<file path="src/pkg/fabric_consts.svh">
// Function
// non-host, non-boot agents reset base ID to 0xFF
// host resets permission/found bits set; agents cleared
// hop zero maintenance read answered to arrival port
// port info register gives port count, arrival port
// nonzero hop decremented, forwarded via routing table
// responses routed by destination through routing table
// routing entries writable by hop-zero maintenance writes
// boot device keeps ID 0xFE, reached by hops
// host sets found flag, assigns unique IDs
// permission bit set after exploration; gates issuing
// host lock at 0x68, component tag at 0x6C
// 8-bit port and 8-bit device IDs
// recover corrupt packet; retry and throttle flow control
// ordering kept at flow level one
// switch keeps error check intact internally
// switch carries packets up to 276 bytes
// end points carry payloads up to 256 bytes
// seven identity and operation capability registers present
// maintenance target; switch selected by hop count
// simple target: 34-bit address, writes and reads
// simple master originates maintenance, write, read requests
// complex master adds atomic set, port-write, mailbox
// maintenance responses leave on request's arrival port
// no permission bit means respond only, never issue
// identical decode on every input port
`ifndef FABRIC_CONSTS_SVH
`define FABRIC_CONSTS_SVH

// ----------------------------------------------------------------
// register offsets in the control and status space
// ----------------------------------------------------------------
`define OFF_DEV_IDENT 24'h000000
`define OFF_DEV_INFO 24'h000004
`define OFF_ASM_IDENT 24'h000008
`define OFF_ASM_INFO 24'h00000c
`define OFF_PE_FEAT 24'h000010
`define OFF_PORT_INFO 24'h000014
`define OFF_SRC_OPS 24'h000018
`define OFF_DST_OPS 24'h00001c
`define OFF_BASE_ID 24'h000060
`define OFF_HOST_LOCK 24'h000068
`define OFF_COMP_TAG 24'h00006c
`define OFF_ROUTE_SEL 24'h000070
`define OFF_ROUTE_PORT 24'h000074
`define OFF_PORT_CTL 24'h00013c

// ----------------------------------------------------------------
// identifiers, hop counts, sizes, reset values
// ----------------------------------------------------------------
`define ID_UNASSIGNED 8'hff
`define ID_BOOT 8'hfe
`define ID_HOST 8'h00
`define HOP_FINAL 8'h00
`define HOP_STEP 8'h01
`define HOP_RESP 8'hff
`define MAX_SWITCH_PKT 9'h114
`define MAX_PAYLOAD 9'h100
`define CTL_MASTER_EN 31
`define CTL_DISCOVERED 29
`define LOCK_RESET 32'h0000ffff
`define TAG_RESET 32'h00000000
`define READ_NONE 32'h00000000

`endif

</file>
<file path="src/pkg/fabric_pkg.sv">
// ----------------------------------------------------------------
// packet types shared by the switch core and the testbench
// ----------------------------------------------------------------
package fabric_pkg;

    // coarse class of a packet as decoded by the port logic
    typedef enum logic [1:0] {
        PK_MREAD,
        PK_MWRITE,
        PK_MRESP,
        PK_OTHER
    } pkt_kind_t;

    // one packet header plus its single data word and check field
    typedef struct packed {
        pkt_kind_t kind;
        logic [7:0] hop;
        logic [7:0] destId;
        logic [7:0] srcId;
        logic [1:0] port;
        logic [23:0] offset;
        logic [31:0] data;
        logic [8:0] lenBytes;
        logic [15:0] crc;
        logic corrupt;
    } pkt_t;

endpackage

</file>
<file path="src/core/fabric_discovery_maintenance.sv">
`timescale 1ns/1ps
`default_nettype none
`include "fabric_consts.svh"

// ----------------------------------------------------------------
// ingress queue: in-order, with honest full and empty
// ----------------------------------------------------------------
module pkt_fifo #(
    parameter int WIDTH = 8,
    parameter int DEPTH = 8
) (
    input wire logic clk,
    input wire logic rst,
    input wire logic [WIDTH-1:0] inData,
    input wire logic inValid,
    output logic inReady,
    output logic [WIDTH-1:0] outData,
    output logic outValid,
    input wire logic outReady
);
    // pointer width; wrap is explicit
    localparam int AW = $clog2(DEPTH);

    logic [WIDTH-1:0] mem [DEPTH]; // storage, no reset needed
    logic [AW-1:0] wrPtr_q; // next slot to fill
    logic [AW-1:0] rdPtr_q; // oldest slot
    logic [AW:0] count_q; // occupancy
    logic push; // accepted write
    logic pop; // accepted read

    // handshakes from occupancy
    assign inReady = (count_q != (AW+1)'(DEPTH));
    assign outValid = (count_q != '0);

    assign push = inValid && inReady;
    assign pop = outValid && outReady;

    // oldest word sits on the read port
    assign outData = mem[rdPtr_q];

    // storage write
    always_ff @(posedge clk) begin
        if (push) begin
            mem[wrPtr_q] <= inData;
        end
    end

    // pointers and occupancy
    always_ff @(posedge clk or posedge rst) begin
        if (rst) begin
            wrPtr_q <= '0;
            rdPtr_q <= '0;
            count_q <= '0;
        end else begin
            if (push) begin
                wrPtr_q <= (wrPtr_q == AW'(DEPTH-1)) ? '0 : wrPtr_q + 1'b1;
            end

            if (pop) begin
                rdPtr_q <= (rdPtr_q == AW'(DEPTH-1)) ? '0 : rdPtr_q + 1'b1;
            end
            // push with pop: count unchanged
            count_q <= count_q + (AW+1)'(push) - (AW+1)'(pop);
        end
    end
endmodule

// ----------------------------------------------------------------
// maintenance target and id-routed switch core
// ----------------------------------------------------------------
module fabric_discovery_maintenance
    import fabric_pkg::*;
#(
    parameter int PORTS = 4,
    parameter int FIFO_DEPTH = 8,
    parameter bit IS_HOST = 1'b0,
    parameter bit IS_BOOT = 1'b0,
    parameter bit IS_SWITCH = 1'b1,
    parameter logic [1:0] DEFAULT_PORT = 2'h0,
    parameter logic [1:0] BOOT_PORT = 2'h1,
    parameter logic [1:0] HOST_PORT = 2'h2,
    // identity codes: values are arbitrary
    parameter logic [31:0] DEV_IDENT = 32'h1234_5678,
    parameter logic [31:0] DEV_INFO = 32'h0000_0001,
    parameter logic [31:0] ASM_IDENT = 32'h0000_abcd,
    parameter logic [31:0] ASM_INFO = 32'h0000_0100,
    parameter logic [31:0] PE_FEAT = 32'h1000_0001,
    parameter logic [31:0] SRC_OPS = 32'h0000_0000,
    parameter logic [31:0] DST_OPS = 32'h0000_00c0
) (
    input wire logic clk,
    input wire logic rst,
    input wire fabric_pkg::pkt_t inPkt,
    input wire logic inValid,
    output logic inReady,
    output fabric_pkg::pkt_t outPkt,
    output logic outValid,
    input wire logic outReady,
    output logic [7:0] baseDeviceId,
    output logic masterEnable,
    output logic discovered,
    output logic dropPulse
);
    import fabric_pkg::*;

    // queue word is one whole packet
    localparam int PW = $bits(pkt_t);

    // ------------------------------------------------------------
    // reset defaults chosen by role
    // ------------------------------------------------------------
    // boot device keeps its id so the boot path survives
    localparam logic [7:0] BASE_RESET = IS_HOST ? `ID_HOST :
        (IS_BOOT ? `ID_BOOT : `ID_UNASSIGNED);
    // a host starts enabled and found
    localparam logic PERMIT_RESET = IS_HOST;

    // ------------------------------------------------------------
    // state
    // ------------------------------------------------------------
    pkt_t head; // oldest queued packet
    logic headValid; // queue not empty
    logic headTake; // head consumed this cycle

    // host-visible registers
    logic [7:0] baseId_q; // base device id register
    logic master_q; // request permission bit
    logic found_q; // found flag
    logic [31:0] hostLock_q; // host id lock
    logic [31:0] compTag_q; // component tag

    // routing table
    logic [7:0] routeSel_q; // routing entry being accessed
    logic [1:0] routeTbl [256]; // id to output port
    logic [255:0] routeSet_q; // entry written since reset

    // egress stage
    logic outValid_q; // egress holding a packet
    pkt_t outPkt_q; // egress packet
    logic drop_q; // one-cycle discard marker

    // ------------------------------------------------------------
    // ingress queue, fed identically from every port
    // ------------------------------------------------------------
    // one shared queue keeps global order
    pkt_fifo #(
        .WIDTH(PW),
        .DEPTH(FIFO_DEPTH)
    ) ingressQ (
        .clk(clk),
        .rst(rst),
        .inData(inPkt),
        .inValid(inValid),
        .inReady(inReady),
        .outData(head),
        .outValid(headValid),
        .outReady(headTake)
    );

    // dropped packets free the head too
    // egress full and not draining stalls the queue (retry/throttle)
    assign headTake = headValid && (!outValid_q || outReady);

    // ------------------------------------------------------------
    // decode of the head packet
    // ------------------------------------------------------------
    logic isMaint; // maintenance request
    logic isFinal; // hop count exhausted, this device is target
    logic tooLong; // over the carried size limit
    logic badPkt; // discard instead of handle

    logic [1:0] lookPort; // route lookup result
    logic [31:0] readData; // register read answer

    // same decode whichever port the packet entered on
    assign isMaint = (head.kind == PK_MREAD) || (head.kind == PK_MWRITE);

    // switches are selected by hop count, end points always
    assign isFinal = !IS_SWITCH || (head.hop == `HOP_FINAL);

    // switches carry whole packets up to the switch limit
    assign tooLong = IS_SWITCH ? (head.lenBytes > `MAX_SWITCH_PKT) :
        (head.lenBytes > `MAX_PAYLOAD);

    // a corrupt packet is dropped alone; the link stays up
    assign badPkt = head.corrupt || tooLong;

    // unwritten entries keep the default boot and host paths
    always_comb begin
        if (routeSet_q[head.destId]) begin
            // written entry wins
            lookPort = routeTbl[head.destId];
        end else if (head.destId == `ID_BOOT) begin
            // boot path until rerouted
            lookPort = BOOT_PORT;
        end else if (head.destId == `ID_HOST) begin
            // return path to the host
            lookPort = HOST_PORT;
        end else begin
            // fallback for unknown ids
            lookPort = DEFAULT_PORT;
        end
    end

    // register read mux: capability and control space
    always_comb begin
        unique case (head.offset)
            // fixed words
            `OFF_DEV_IDENT: readData = DEV_IDENT;
            `OFF_DEV_INFO: readData = DEV_INFO;
            `OFF_ASM_IDENT: readData = ASM_IDENT;
            `OFF_ASM_INFO: readData = ASM_INFO;
            `OFF_PE_FEAT: readData = PE_FEAT;
            // port count and the arrival port
            `OFF_PORT_INFO: readData = {16'h0000, 8'(PORTS),
                6'h00, head.port};
            // source ops: masters may advertise more
            `OFF_SRC_OPS: readData = SRC_OPS;
            // target ops: writes, reads, 34-bit addressing
            `OFF_DST_OPS: readData = DST_OPS;
            // control space
            `OFF_BASE_ID: readData = {24'h000000, baseId_q};
            `OFF_HOST_LOCK: readData = hostLock_q;
            `OFF_COMP_TAG: readData = compTag_q;
            `OFF_ROUTE_SEL: readData = {24'h000000, routeSel_q};
            `OFF_ROUTE_PORT: readData = {30'h00000000, lookPortSel()};
            `OFF_PORT_CTL: readData = {master_q, 1'b0, found_q, 29'h0};
            // holes read as zero
            default: readData = `READ_NONE;
        endcase
    end

    // routing entry currently selected for maintenance access
    // keep in step with lookPort
    function automatic logic [1:0] lookPortSel();
        logic [1:0] p;
        p = routeSet_q[routeSel_q] ? routeTbl[routeSel_q] :
            (routeSel_q == `ID_BOOT) ? BOOT_PORT :
            (routeSel_q == `ID_HOST) ? HOST_PORT : DEFAULT_PORT;
        return p;
    endfunction


    // one strobe for all writes
    logic doWrite; // hop-zero maintenance write accepted
    assign doWrite = headTake && !badPkt && isFinal &&
        (head.kind == PK_MWRITE);

    // ------------------------------------------------------------
    // base id and role bits
    // ------------------------------------------------------------
    // host assigns ids and sets the found flag over maintenance
    always_ff @(posedge clk or posedge rst) begin
        if (rst) begin
            baseId_q <= BASE_RESET;
            master_q <= PERMIT_RESET;
            found_q <= PERMIT_RESET;
        end else if (doWrite) begin
            // unique id from the host
            if (head.offset == `OFF_BASE_ID) begin
                baseId_q <= head.data[7:0];
            end

            // one word, both role bits
            if (head.offset == `OFF_PORT_CTL) begin
                master_q <= head.data[`CTL_MASTER_EN];
                found_q <= head.data[`CTL_DISCOVERED];
            end
        end
    end

    // ------------------------------------------------------------
    // lock and tag registers
    // ------------------------------------------------------------
    // plain storage, no lock semantics
    always_ff @(posedge clk or posedge rst) begin
        if (rst) begin
            hostLock_q <= `LOCK_RESET;
            compTag_q <= `TAG_RESET;
        end else if (doWrite) begin
            if (head.offset == `OFF_HOST_LOCK) begin
                hostLock_q <= head.data;
            end

            if (head.offset == `OFF_COMP_TAG) begin
                compTag_q <= head.data;
            end
        end
    end

    // ------------------------------------------------------------
    // routing table access
    // ------------------------------------------------------------
    // select register picks the entry the port register touches
    always_ff @(posedge clk or posedge rst) begin
        if (rst) begin
            routeSel_q <= 8'h00;
            routeSet_q <= '0;
        end else if (doWrite) begin
            if (head.offset == `OFF_ROUTE_SEL) begin
                routeSel_q <= head.data[7:0];
            end

            // entry now overrides default
            if (head.offset == `OFF_ROUTE_PORT) begin
                routeSet_q[routeSel_q] <= 1'b1;
            end
        end
    end

    // table storage; validity comes from routeSet_q
    // no reset: valid bits guard it
    always_ff @(posedge clk) begin
        if (doWrite && head.offset == `OFF_ROUTE_PORT) begin
            routeTbl[routeSel_q] <= head.data[1:0];
        end
    end

    // ------------------------------------------------------------
    // egress: answer, forward or drop, one packet per cycle
    // ------------------------------------------------------------
    // in-order single queue keeps flow-level-one ordering
    always_ff @(posedge clk or posedge rst) begin
        if (rst) begin
            outValid_q <= 1'b0;
            outPkt_q <= '0;
            drop_q <= 1'b0;
        end else begin
            // drop leaves only a marker
            drop_q <= headTake && badPkt;

            if (headTake && !badPkt) begin
                outValid_q <= 1'b1;
                if (isMaint && isFinal) begin
                    // answer goes back where the request came in
                    outPkt_q.kind <= PK_MRESP;
                    outPkt_q.hop <= `HOP_RESP;
                    // back to the requester
                    outPkt_q.destId <= head.srcId;
                    outPkt_q.srcId <= baseId_q;
                    outPkt_q.port <= head.port;
                    outPkt_q.offset <= head.offset;
                    outPkt_q.data <= (head.kind == PK_MREAD) ?
                        readData : `READ_NONE;

                    outPkt_q.lenBytes <= head.lenBytes;
                    outPkt_q.crc <= head.crc;
                    outPkt_q.corrupt <= 1'b0;
                end else begin
                    // forward; check field passes untouched
                    outPkt_q <= head;
                    outPkt_q.port <= lookPort;
                    // only requests carry hops
                    if (isMaint) begin
                        outPkt_q.hop <= head.hop - `HOP_STEP;
                    end
                end
            end else if (outReady) begin
                // taken, nothing behind
                outValid_q <= 1'b0;
            end
        end
    end

    // outputs are the registers
    assign outValid = outValid_q;
    assign outPkt = outPkt_q;
    assign baseDeviceId = baseId_q;
    // local requesters must wait for this level
    assign masterEnable = master_q;
    assign discovered = found_q;
    assign dropPulse = drop_q;
endmodule
`default_nettype wire

</file>
<file path="config.mk">
export PLATFORM = sky130hd
export DESIGN_NAME = fabric_discovery_maintenance
export DESIGN_NICKNAME = d
export VERILOG_FILES = /design/src/pkg/fabric_pkg.sv /design/src/core/fabric_discovery_maintenance.sv
export VERILOG_INCLUDE_DIRS = /design/src /design/src/pkg
export SDC_FILE = /design/constraint.sdc
export NUM_CORES = 2
export LEC_CHECK = 0
export BUFFER_PORTS_ARGS = -buffer_cell sky130_fd_sc_hd__buf_2
export CAP_MARGIN = 10
export CELL_PAD_IN_SITES_DETAIL_PLACEMENT = 1
export CELL_PAD_IN_SITES_GLOBAL_PLACEMENT = 1
export CORE_UTILIZATION = 45
export CTS_CLUSTER_DIAMETER = 40
export DETAILED_ROUTE_END_ITERATION = 12
export PLACE_DENSITY = 0.69
export SKIP_LAST_GASP = 1
export SYNTH_ARGS = -nofsm -noshare
export SYNTH_HDL_FRONTEND = slang
export SYNTH_SLANG_ARGS = --single-unit
</file>
<file path="constraint.sdc">
create_clock -name clk -period 17.2 [get_ports clk]
set_input_delay 0 -clock clk [delete_from_list [all_inputs] [get_ports clk]]
set_output_delay 0 -clock clk [all_outputs]
set_load 0.005 [all_outputs]
</file>
# After elaboration in Yosys (flattened, before gate mapping)
# Memories as Yosys holds them, arrays and structs flattened.
# Cells that the tools add are included.
word_totals:
  ff_bits: 460
  inputBits: 114
  n_memories: 2
  output_inout_bits: 123
  mem_bits_rw: 1392
op_classes:
  bitwise_logic: 1
  n_eq_ne: 18
  add_sub_neg: 5
  n_lt_le_gt_ge: 4
  muxes: 24
  reduce_logical: 28
mem_list:
  columns: ["memory", "words", "width", "rd", "rd_ports_with_merged_regs", "wr", "line", "rtl"]
  rows:
  - ["ingressQ.mem", 8, 110, 1, 0, 1, "fabric_discovery_maintenance.sv:24", "logic [WIDTH-1:0] mem [DEPTH];"]
  - ["routeTbl", 256, 2, 2, 0, 1, "fabric_discovery_maintenance.sv:134", "logic [1:0] routeTbl [256];"]
ops:
  columns: ["op", "n"]
  rows:
  - ["case mux 32 bit (13 select lines)", 1]
  - ["OR 256 bit", 1]
  - ["== test 24 x 7 -> 1 bit, second input constant", 5]
  - ["2-to-1 mux 110 bit", 1]
  - ["== test 24 x 5 -> 1 bit, second input constant", 3]
  - ["== test 24 x 4 -> 1 bit, second input constant", 2]
  - ["2-to-1 mux 32 bit", 1]
  - ["== test 24 x 3 -> 1 bit, second input constant", 1]
  - ["== test 24 x 9 -> 1 bit, second input constant", 1]
  - ["logical NOT 24 bit", 1]
  - ["logical NOT 8 bit", 3]
  - ["less-than comparator 8 x 9 -> 1 bit, second input constant", 2]
  - ["binary-select mux 1 bit (select 8 bit)", 2]
  - ["== test 8 bit, second input constant", 2]
  - ["2-to-1 mux 2 bit", 6]
  - ["AND reduction 2 bit", 6]
  - ["logical AND 1 bit", 10]
  - ["> comparator 9 bit, second input constant", 1]
  - ["2-to-1 mux 1 bit", 9]
  - ["demux 1 bit (select 8 bit)", 1]
  - [">= comparator 8 x 1 -> 1 bit, second input constant", 1]
  - ["2-to-1 mux 8 bit", 1]
  - ["subtractor 8 x 1 -> 8 bit, second input constant", 1]
  - ["adder 3 x 1 -> 3 bit, second input constant", 2]
  - ["other kinds (11)", 16]

# Logic depth before layout (Yosys ltp)
# An unclocked memory read counts as a cell.
logic_depth:
  word_depth: 10
  ltp_mapped: 21

# Modules after synthesis
# Synthesis repeated with hierarchy kept, for this count alone.
hier_totals:
  cells_unflattened: 4664
  area_unflattened_um2: 80372.1
modules_own_cells:
  columns: ["module", "area_each_um2", "n_inst", "cells_each"]
  rows:
  - ["fabric_discovery_maintenance", 46583.4, 1, 3335]
  - ["pkt_fifo", 33788.7, 1, 1329]

# Worst setup path before layout
# No wires, ideal clock.
synth_timing:
  path_type: "reg2reg"
  startpoint: "register ingressQ.count_q[2]"
  endpoint: "memory ingressQ.mem[0][0] (netlist bit), enable pin"
  path_stages_with_launch: 6
  path_buffers: 0
  path_slack_ps: 5151
  setup_time_ps: 849
  arrival_time_ps: 11200
  required_ps: 16351
  path_cell_list: "dfrtp_1 > inv_1 > ha_1 > nand2_1 > nand2_1 > nor4_1"
synth_via:
  elab_chain_len: 4
synth_rtl:
  columns: ["element", "line", "rtl"]
  rows:
  - ["start, declared", "fabric_discovery_maintenance.sv:27", "logic [AW:0] count_q;"]
  - ["start signal, assigned", "fabric_discovery_maintenance.sv:63", "count_q <= count_q + (AW+1)'(push) - (AW+1)'(pop);"]
  - ["inequality test 4 bit", "fabric_discovery_maintenance.sv:32", "assign inReady = (count_q != (AW+1)'(DEPTH));"]
  - ["named net inReady", "fabric_discovery_maintenance.sv:95", "output logic inReady,"]
  - ["logical AND 1 bit", "fabric_discovery_maintenance.sv:35", "assign push = inValid && inReady;"]
  - ["2-to-1 mux 1 bit", "fabric_discovery_maintenance.sv:43", "if (push) begin"]
  - ["2-to-1 mux 1 bit (not written as such)", "fabric_discovery_maintenance.sv:44", "mem[wrPtr_q] <= inData;"]
  - ["end, declared", "fabric_discovery_maintenance.sv:24", null]
# The timed path passes the listed nets, and every way through them passes these cells.

# Worst setup path in the final report
layout_timing:
  startpoint: "register ingressQ.rdPtr_q[0]"
  endpoint: "memory routeTbl[113][1], enable pin"
layout_via:
  elab_chain_len: 10
  elab_cells_between_ends: 13
  cone_classes: "order compare (1); eq/ne (2); mux (2); reduce/logical (7); memory (1)"
layout_rtl:
  columns: ["element", "line", "rtl"]
  rows:
  - ["start, declared", "fabric_discovery_maintenance.sv:26", "logic [AW-1:0] rdPtr_q;"]
  - ["start signal, assigned", "fabric_discovery_maintenance.sv:60", "rdPtr_q <= (rdPtr_q == AW'(DEPTH-1)) ? '0 : rdPtr_q + 1'b1;"]
  - ["memory read (8 x 110 bit) (*)", null, null]
  - ["> comparator 9 bit (no line)", null, null]
  - ["logical OR 1 bit", "fabric_discovery_maintenance.sv:186", "assign badPkt = head.corrupt || tooLong;"]
  - ["logical NOT 1 bit", "fabric_discovery_maintenance.sv:246", "assign doWrite = headTake && !badPkt && isFinal &&"]
  - ["logical AND 1 bit (3 in a row)", "fabric_discovery_maintenance.sv:246", null]
  - ["logical AND 1 bit (no line) (*)", null, null]
  - ["2-to-1 mux 1 bit (*)", "fabric_discovery_maintenance.sv:314", "if (doWrite && head.offset == `OFF_ROUTE_PORT) begin"]
  - ["2-to-1 mux 1 bit (not written as such) (*)", "fabric_discovery_maintenance.sv:315", "routeTbl[routeSel_q] <= head.data[1:0];"]
  - ["end, declared", "fabric_discovery_maintenance.sv:134", null]
# Every way passes the cells marked *; elsewhere a longest branch is shown, timed or not.

==> metrics.md <==
| Metric | Value |
|---|---|
| Syn Area/Cell | 15.9 µm² |
| Critical path's slowest cell | dfrtp_4 |
| Number of fill cells | 16.4k |
| Most numerous cell in the Yosys netlist | edfxtp_1 |
| Die Area | 180,000 µm² |
| GR met1 Demand/Resource | 0.366 |
| First drt pass iteration count | 6 |
| Initial Util | 0.454 |
| Drt via density | 6.20 |
| Reg area | 53,400 µm² |
| Startpoint types | flop |
| CP max FO | 46 |
| Pre-CTS WS | 9.33 ns |
| Top cells by area, synth | edfxtp_1, mux4_2, dfrtp_1 |
| Antenna violations before repair | 17 |
| Core area | 177,000 µm² |
| Post-CTS resize count | 0 |
| Met2 Track Usage GR | 0.462 |
| Cell variety after synth | 85 |
| Placer Congestion | 0.870 |
| Final WS setup | 9.32 ns |
| Unrepaired setup endpoints after global routing | no |
| Worst hold margin | 0.0829 ns |
| DRT antenna net count | 0 |
| Final core utilization | 0.543 |
| Async SR Flop Fraction | 0.248 |
| Remaining global-route overflow | 0 |
| Most common cell type on the critical path | buf_4 |
| Vias in the first global route | 53.6k |
| Setup_tns | 0 ns |
| # clock sinks | 1,852 |
| Syn. warnings | 0 |
| Boundary Pins | 237 |
| Peak supply drop | 0.167 mV |
| Post-Syn Area | 80,300 µm² |
| Critical path, cell by cell | buf_4, buf_4, mux4_1, mux2i_1, and3_1, and3_2, inv_2, or3_1, nor2_1, buf_4, nand3_1, buf_4, nor3_1 |
| Post-Syn Instances | 5,041 |
| Clock Path Buffers | 4 |
| Synth area leader | edfxtp_1 |
| Sequential share of the synthesized area | 0.664 |
| Multi-input logic area | 25,400 µm² |
| GRT Util Overall | 0.281 |
| Post-Route Skew | 0.0909 ns |
| Slew @ Worst Pin | 1.23 ns |
| Grt peak-use layer | met2 |
| Largest net degree at the start of global routing | 151 |
| Post-Layout Cell Count | 8,080 |
| Min Tclk post-route | 7.88 ns |
| TritonCTS Buffers | 289 |
| Lkg Pwr | 34.0 nW |
| Synth top area share | 0.521 |
| Fmax | 0.127 GHz |
| Final worst-path cycle share | 0.458 |
| Final Instance Area | 95,900 µm² |
| Worst path max stage delay | 0.98 ns |
| Wire length per cell | 31.0 µm |
| Max-cap violations | 0 |
| Die Wd | 424 µm |
| Worst skew pair latency | 0.95 ns |
| Clk slew on worst S/H paths | 0.06 ns |
| PwrDens | 183 nW/µm² |
| Kind of critical path | flop to flop |
| Routed via count | 50.1k |
| Critical path endpoint category | flop |
| Overall routed net length | 250,000 µm |
| Hold Crit Class | primary input to flop |
| Status | finished clean |
| CTS tree | done |
| Number of synthesized flops with an enable pin | 1,392 |
| Fin. max-slew vios | 0 |
| Synth Register Bits | 1,852 |
| Die Y | 424 µm |
| Mux cell area share after synthesis | 0.181 |
| Commonest cells post-synth | edfxtp_1, nand2_1, mux4_2, dfrtp_1, nor2_1 |
| Top delay family on crit path | buffers and inverters |
| GR Util met3 | 0.0575 |
| Setup violators final | 0 |
| CTS Root Cell | clkbuf_16 |
| Worst path arrival time | 8.45 ns |
| Area grow syn2layout | 19.4% |
| Simple-Gate Fraction of Synth Area | 0.0682 |
| Fin nets | 5,641 |
| Buf/Inv on CP | 5 |
| DP Area | 83,900 µm² |
| Share of layout cells above drive strength 1 | 0.262 |
| Placed insts | 7,337 |
| Top FF cell, synth | edfxtp_1 |
| Synthesized Nets | 5,167 |
| HPWL Detailed | 141,000 µm |
| Slew headroom | 0.162 |
| Row Count | 154 |
| CP required | 17.78 ns |
| Fin. Hold Viols | 0 |
| Compound-cell area share of the yosys netlist | 0.0608 |
| DR iter-0 viols | 4,996 |
| First-pass GRT wire length | 370,000 µm |
| Largest family of logic cells by synthesized area | multiplexers |
| Drc violations | 0 |
| Synth Area in Adders | 0.00196 |
| H-Tree Level Count | 5 |
| Port Buf Inserts | 236 |
| Final Power | 17.6 mW |
| Xor/xnor share of the synthesized area | 0.000873 |
==> kinds of logic after synthesis <==
family | after synthesis
compound gates | 726
mux | 762
buf+inv | 406
flops | 1852
simple gates | 1275
xor+xnor | 8
fa+ha+maj | 12
==> final timing paths <==
path,end,startpoint,slack (ns),cells past startpoint
min in group asynchronous,routeSet_q[198]$_DFFE_PP0N_,rst,0.31,4
worst max register to register,routeTbl[113][1]$_DFFE_PP_,ingressQ.rdPtr_q[0]$_DFFE_PP0P_,9.32,13
worst max-delay path,routeTbl[113][1]$_DFFE_PP_,ingressQ.rdPtr_q[0]$_DFFE_PP0P_,9.32,13
max in group asynchronous,routeSel_q[3]$_DFFE_PP0P_,rst,13.92,7
worst min register to register,outPkt[28]$_DFFE_PP0P_,outPkt[28]$_DFFE_PP0P_,0.48,2
worst min-delay path,ingressQ.mem[2][63]$_DFFE_PP_,inPkt[63],0.08,2
==> sequential cells by signal, summed over array words and instances, names as in the netlist <==
name / flops
ingressQ.mem: 880
discovered: 1
dropPulse: 1
outPkt: 110
masterEnable: 1
ingressQ.rdPtr_q: 3
routeTbl: 512
outValid: 1
hostLock_q: 32
compTag_q: 32
baseDeviceId: 8
routeSet_q: 256
ingressQ.count_q: 4
routeSel_q: 8
ingressQ.wrPtr_q: 3
==> where the power goes <==
part / leakage (nW) / total (mW) / internal (mW) / switching, mW
combinational: 10.6 / 5.75 / 1.87 / 3.88
sequential: 18.7 / 5.90 / 5.65 / 0.248
clock: 4.70 / 5.91 / 3.73 / 2.18
==> timing repair <==
action,in CTS,in global routing
endpoints found under the setup margin,0,0
hold buffers,226,0
endpoints found under the hold margin,1072,0
setup buffers,0,0
==> final cells by class <==
cell class                      instances  share of cell area
Sequential cell                      1852               0.557
Clock inverter                        172              0.0212
Inverter                               21             0.00103
Multi-Input combinational cell       2783               0.264
Antenna cell                            8            0.000209
Timing Repair Buffer                  568              0.0457
Tap cell                             2340              0.0305
Clock buffer                          336              0.0803
==> routing by layer <==
layer	routed length, µm	vias to the layer above
met5	91	-
li1	-	20700
met2	123000	2157
met3	18700	544
met4	9700	16
met1	98600	26700
==> placed cells by master, fill, tap and decap left out, drive strengths merged, types with 7 or more instances in the layout <==
cell type / netlist / final
nand2b: 10 / 10
o21bai: 231 / 231
diode: 0 / 8
mux2i: 154 / 154
a22o: 18 / 18
dfrtp: 436 / 436
a22oi: 71 / 71
mux2: 67 / 67
inv: 21 / 59
and3: 36 / 36
nand2: 581 / 581
a211oi: 11 / 11
ha: 11 / 11
nor3: 29 / 29
a31oi: 34 / 34
nor2: 351 / 351
or2: 19 / 19
clkinvlp: 0 / 27
xnor2: 7 / 7
a21o: 12 / 12
mux4: 541 / 541
and2: 10 / 10
nand3: 169 / 169
a32oi: 12 / 12
dfstp: 24 / 24
nand4: 18 / 18
o21ai: 148 / 148
edfxtp: 1392 / 1392
nor4: 14 / 14
dlygate4sd3: 0 / 226
nor2b: 22 / 22
a21oi: 116 / 116
bufinv: 0 / 33
o22ai: 12 / 12
buf: 169 / 342
clkinv: 0 / 74
clkbuf: 216 / 336
(Power assumes the default switching activity.)
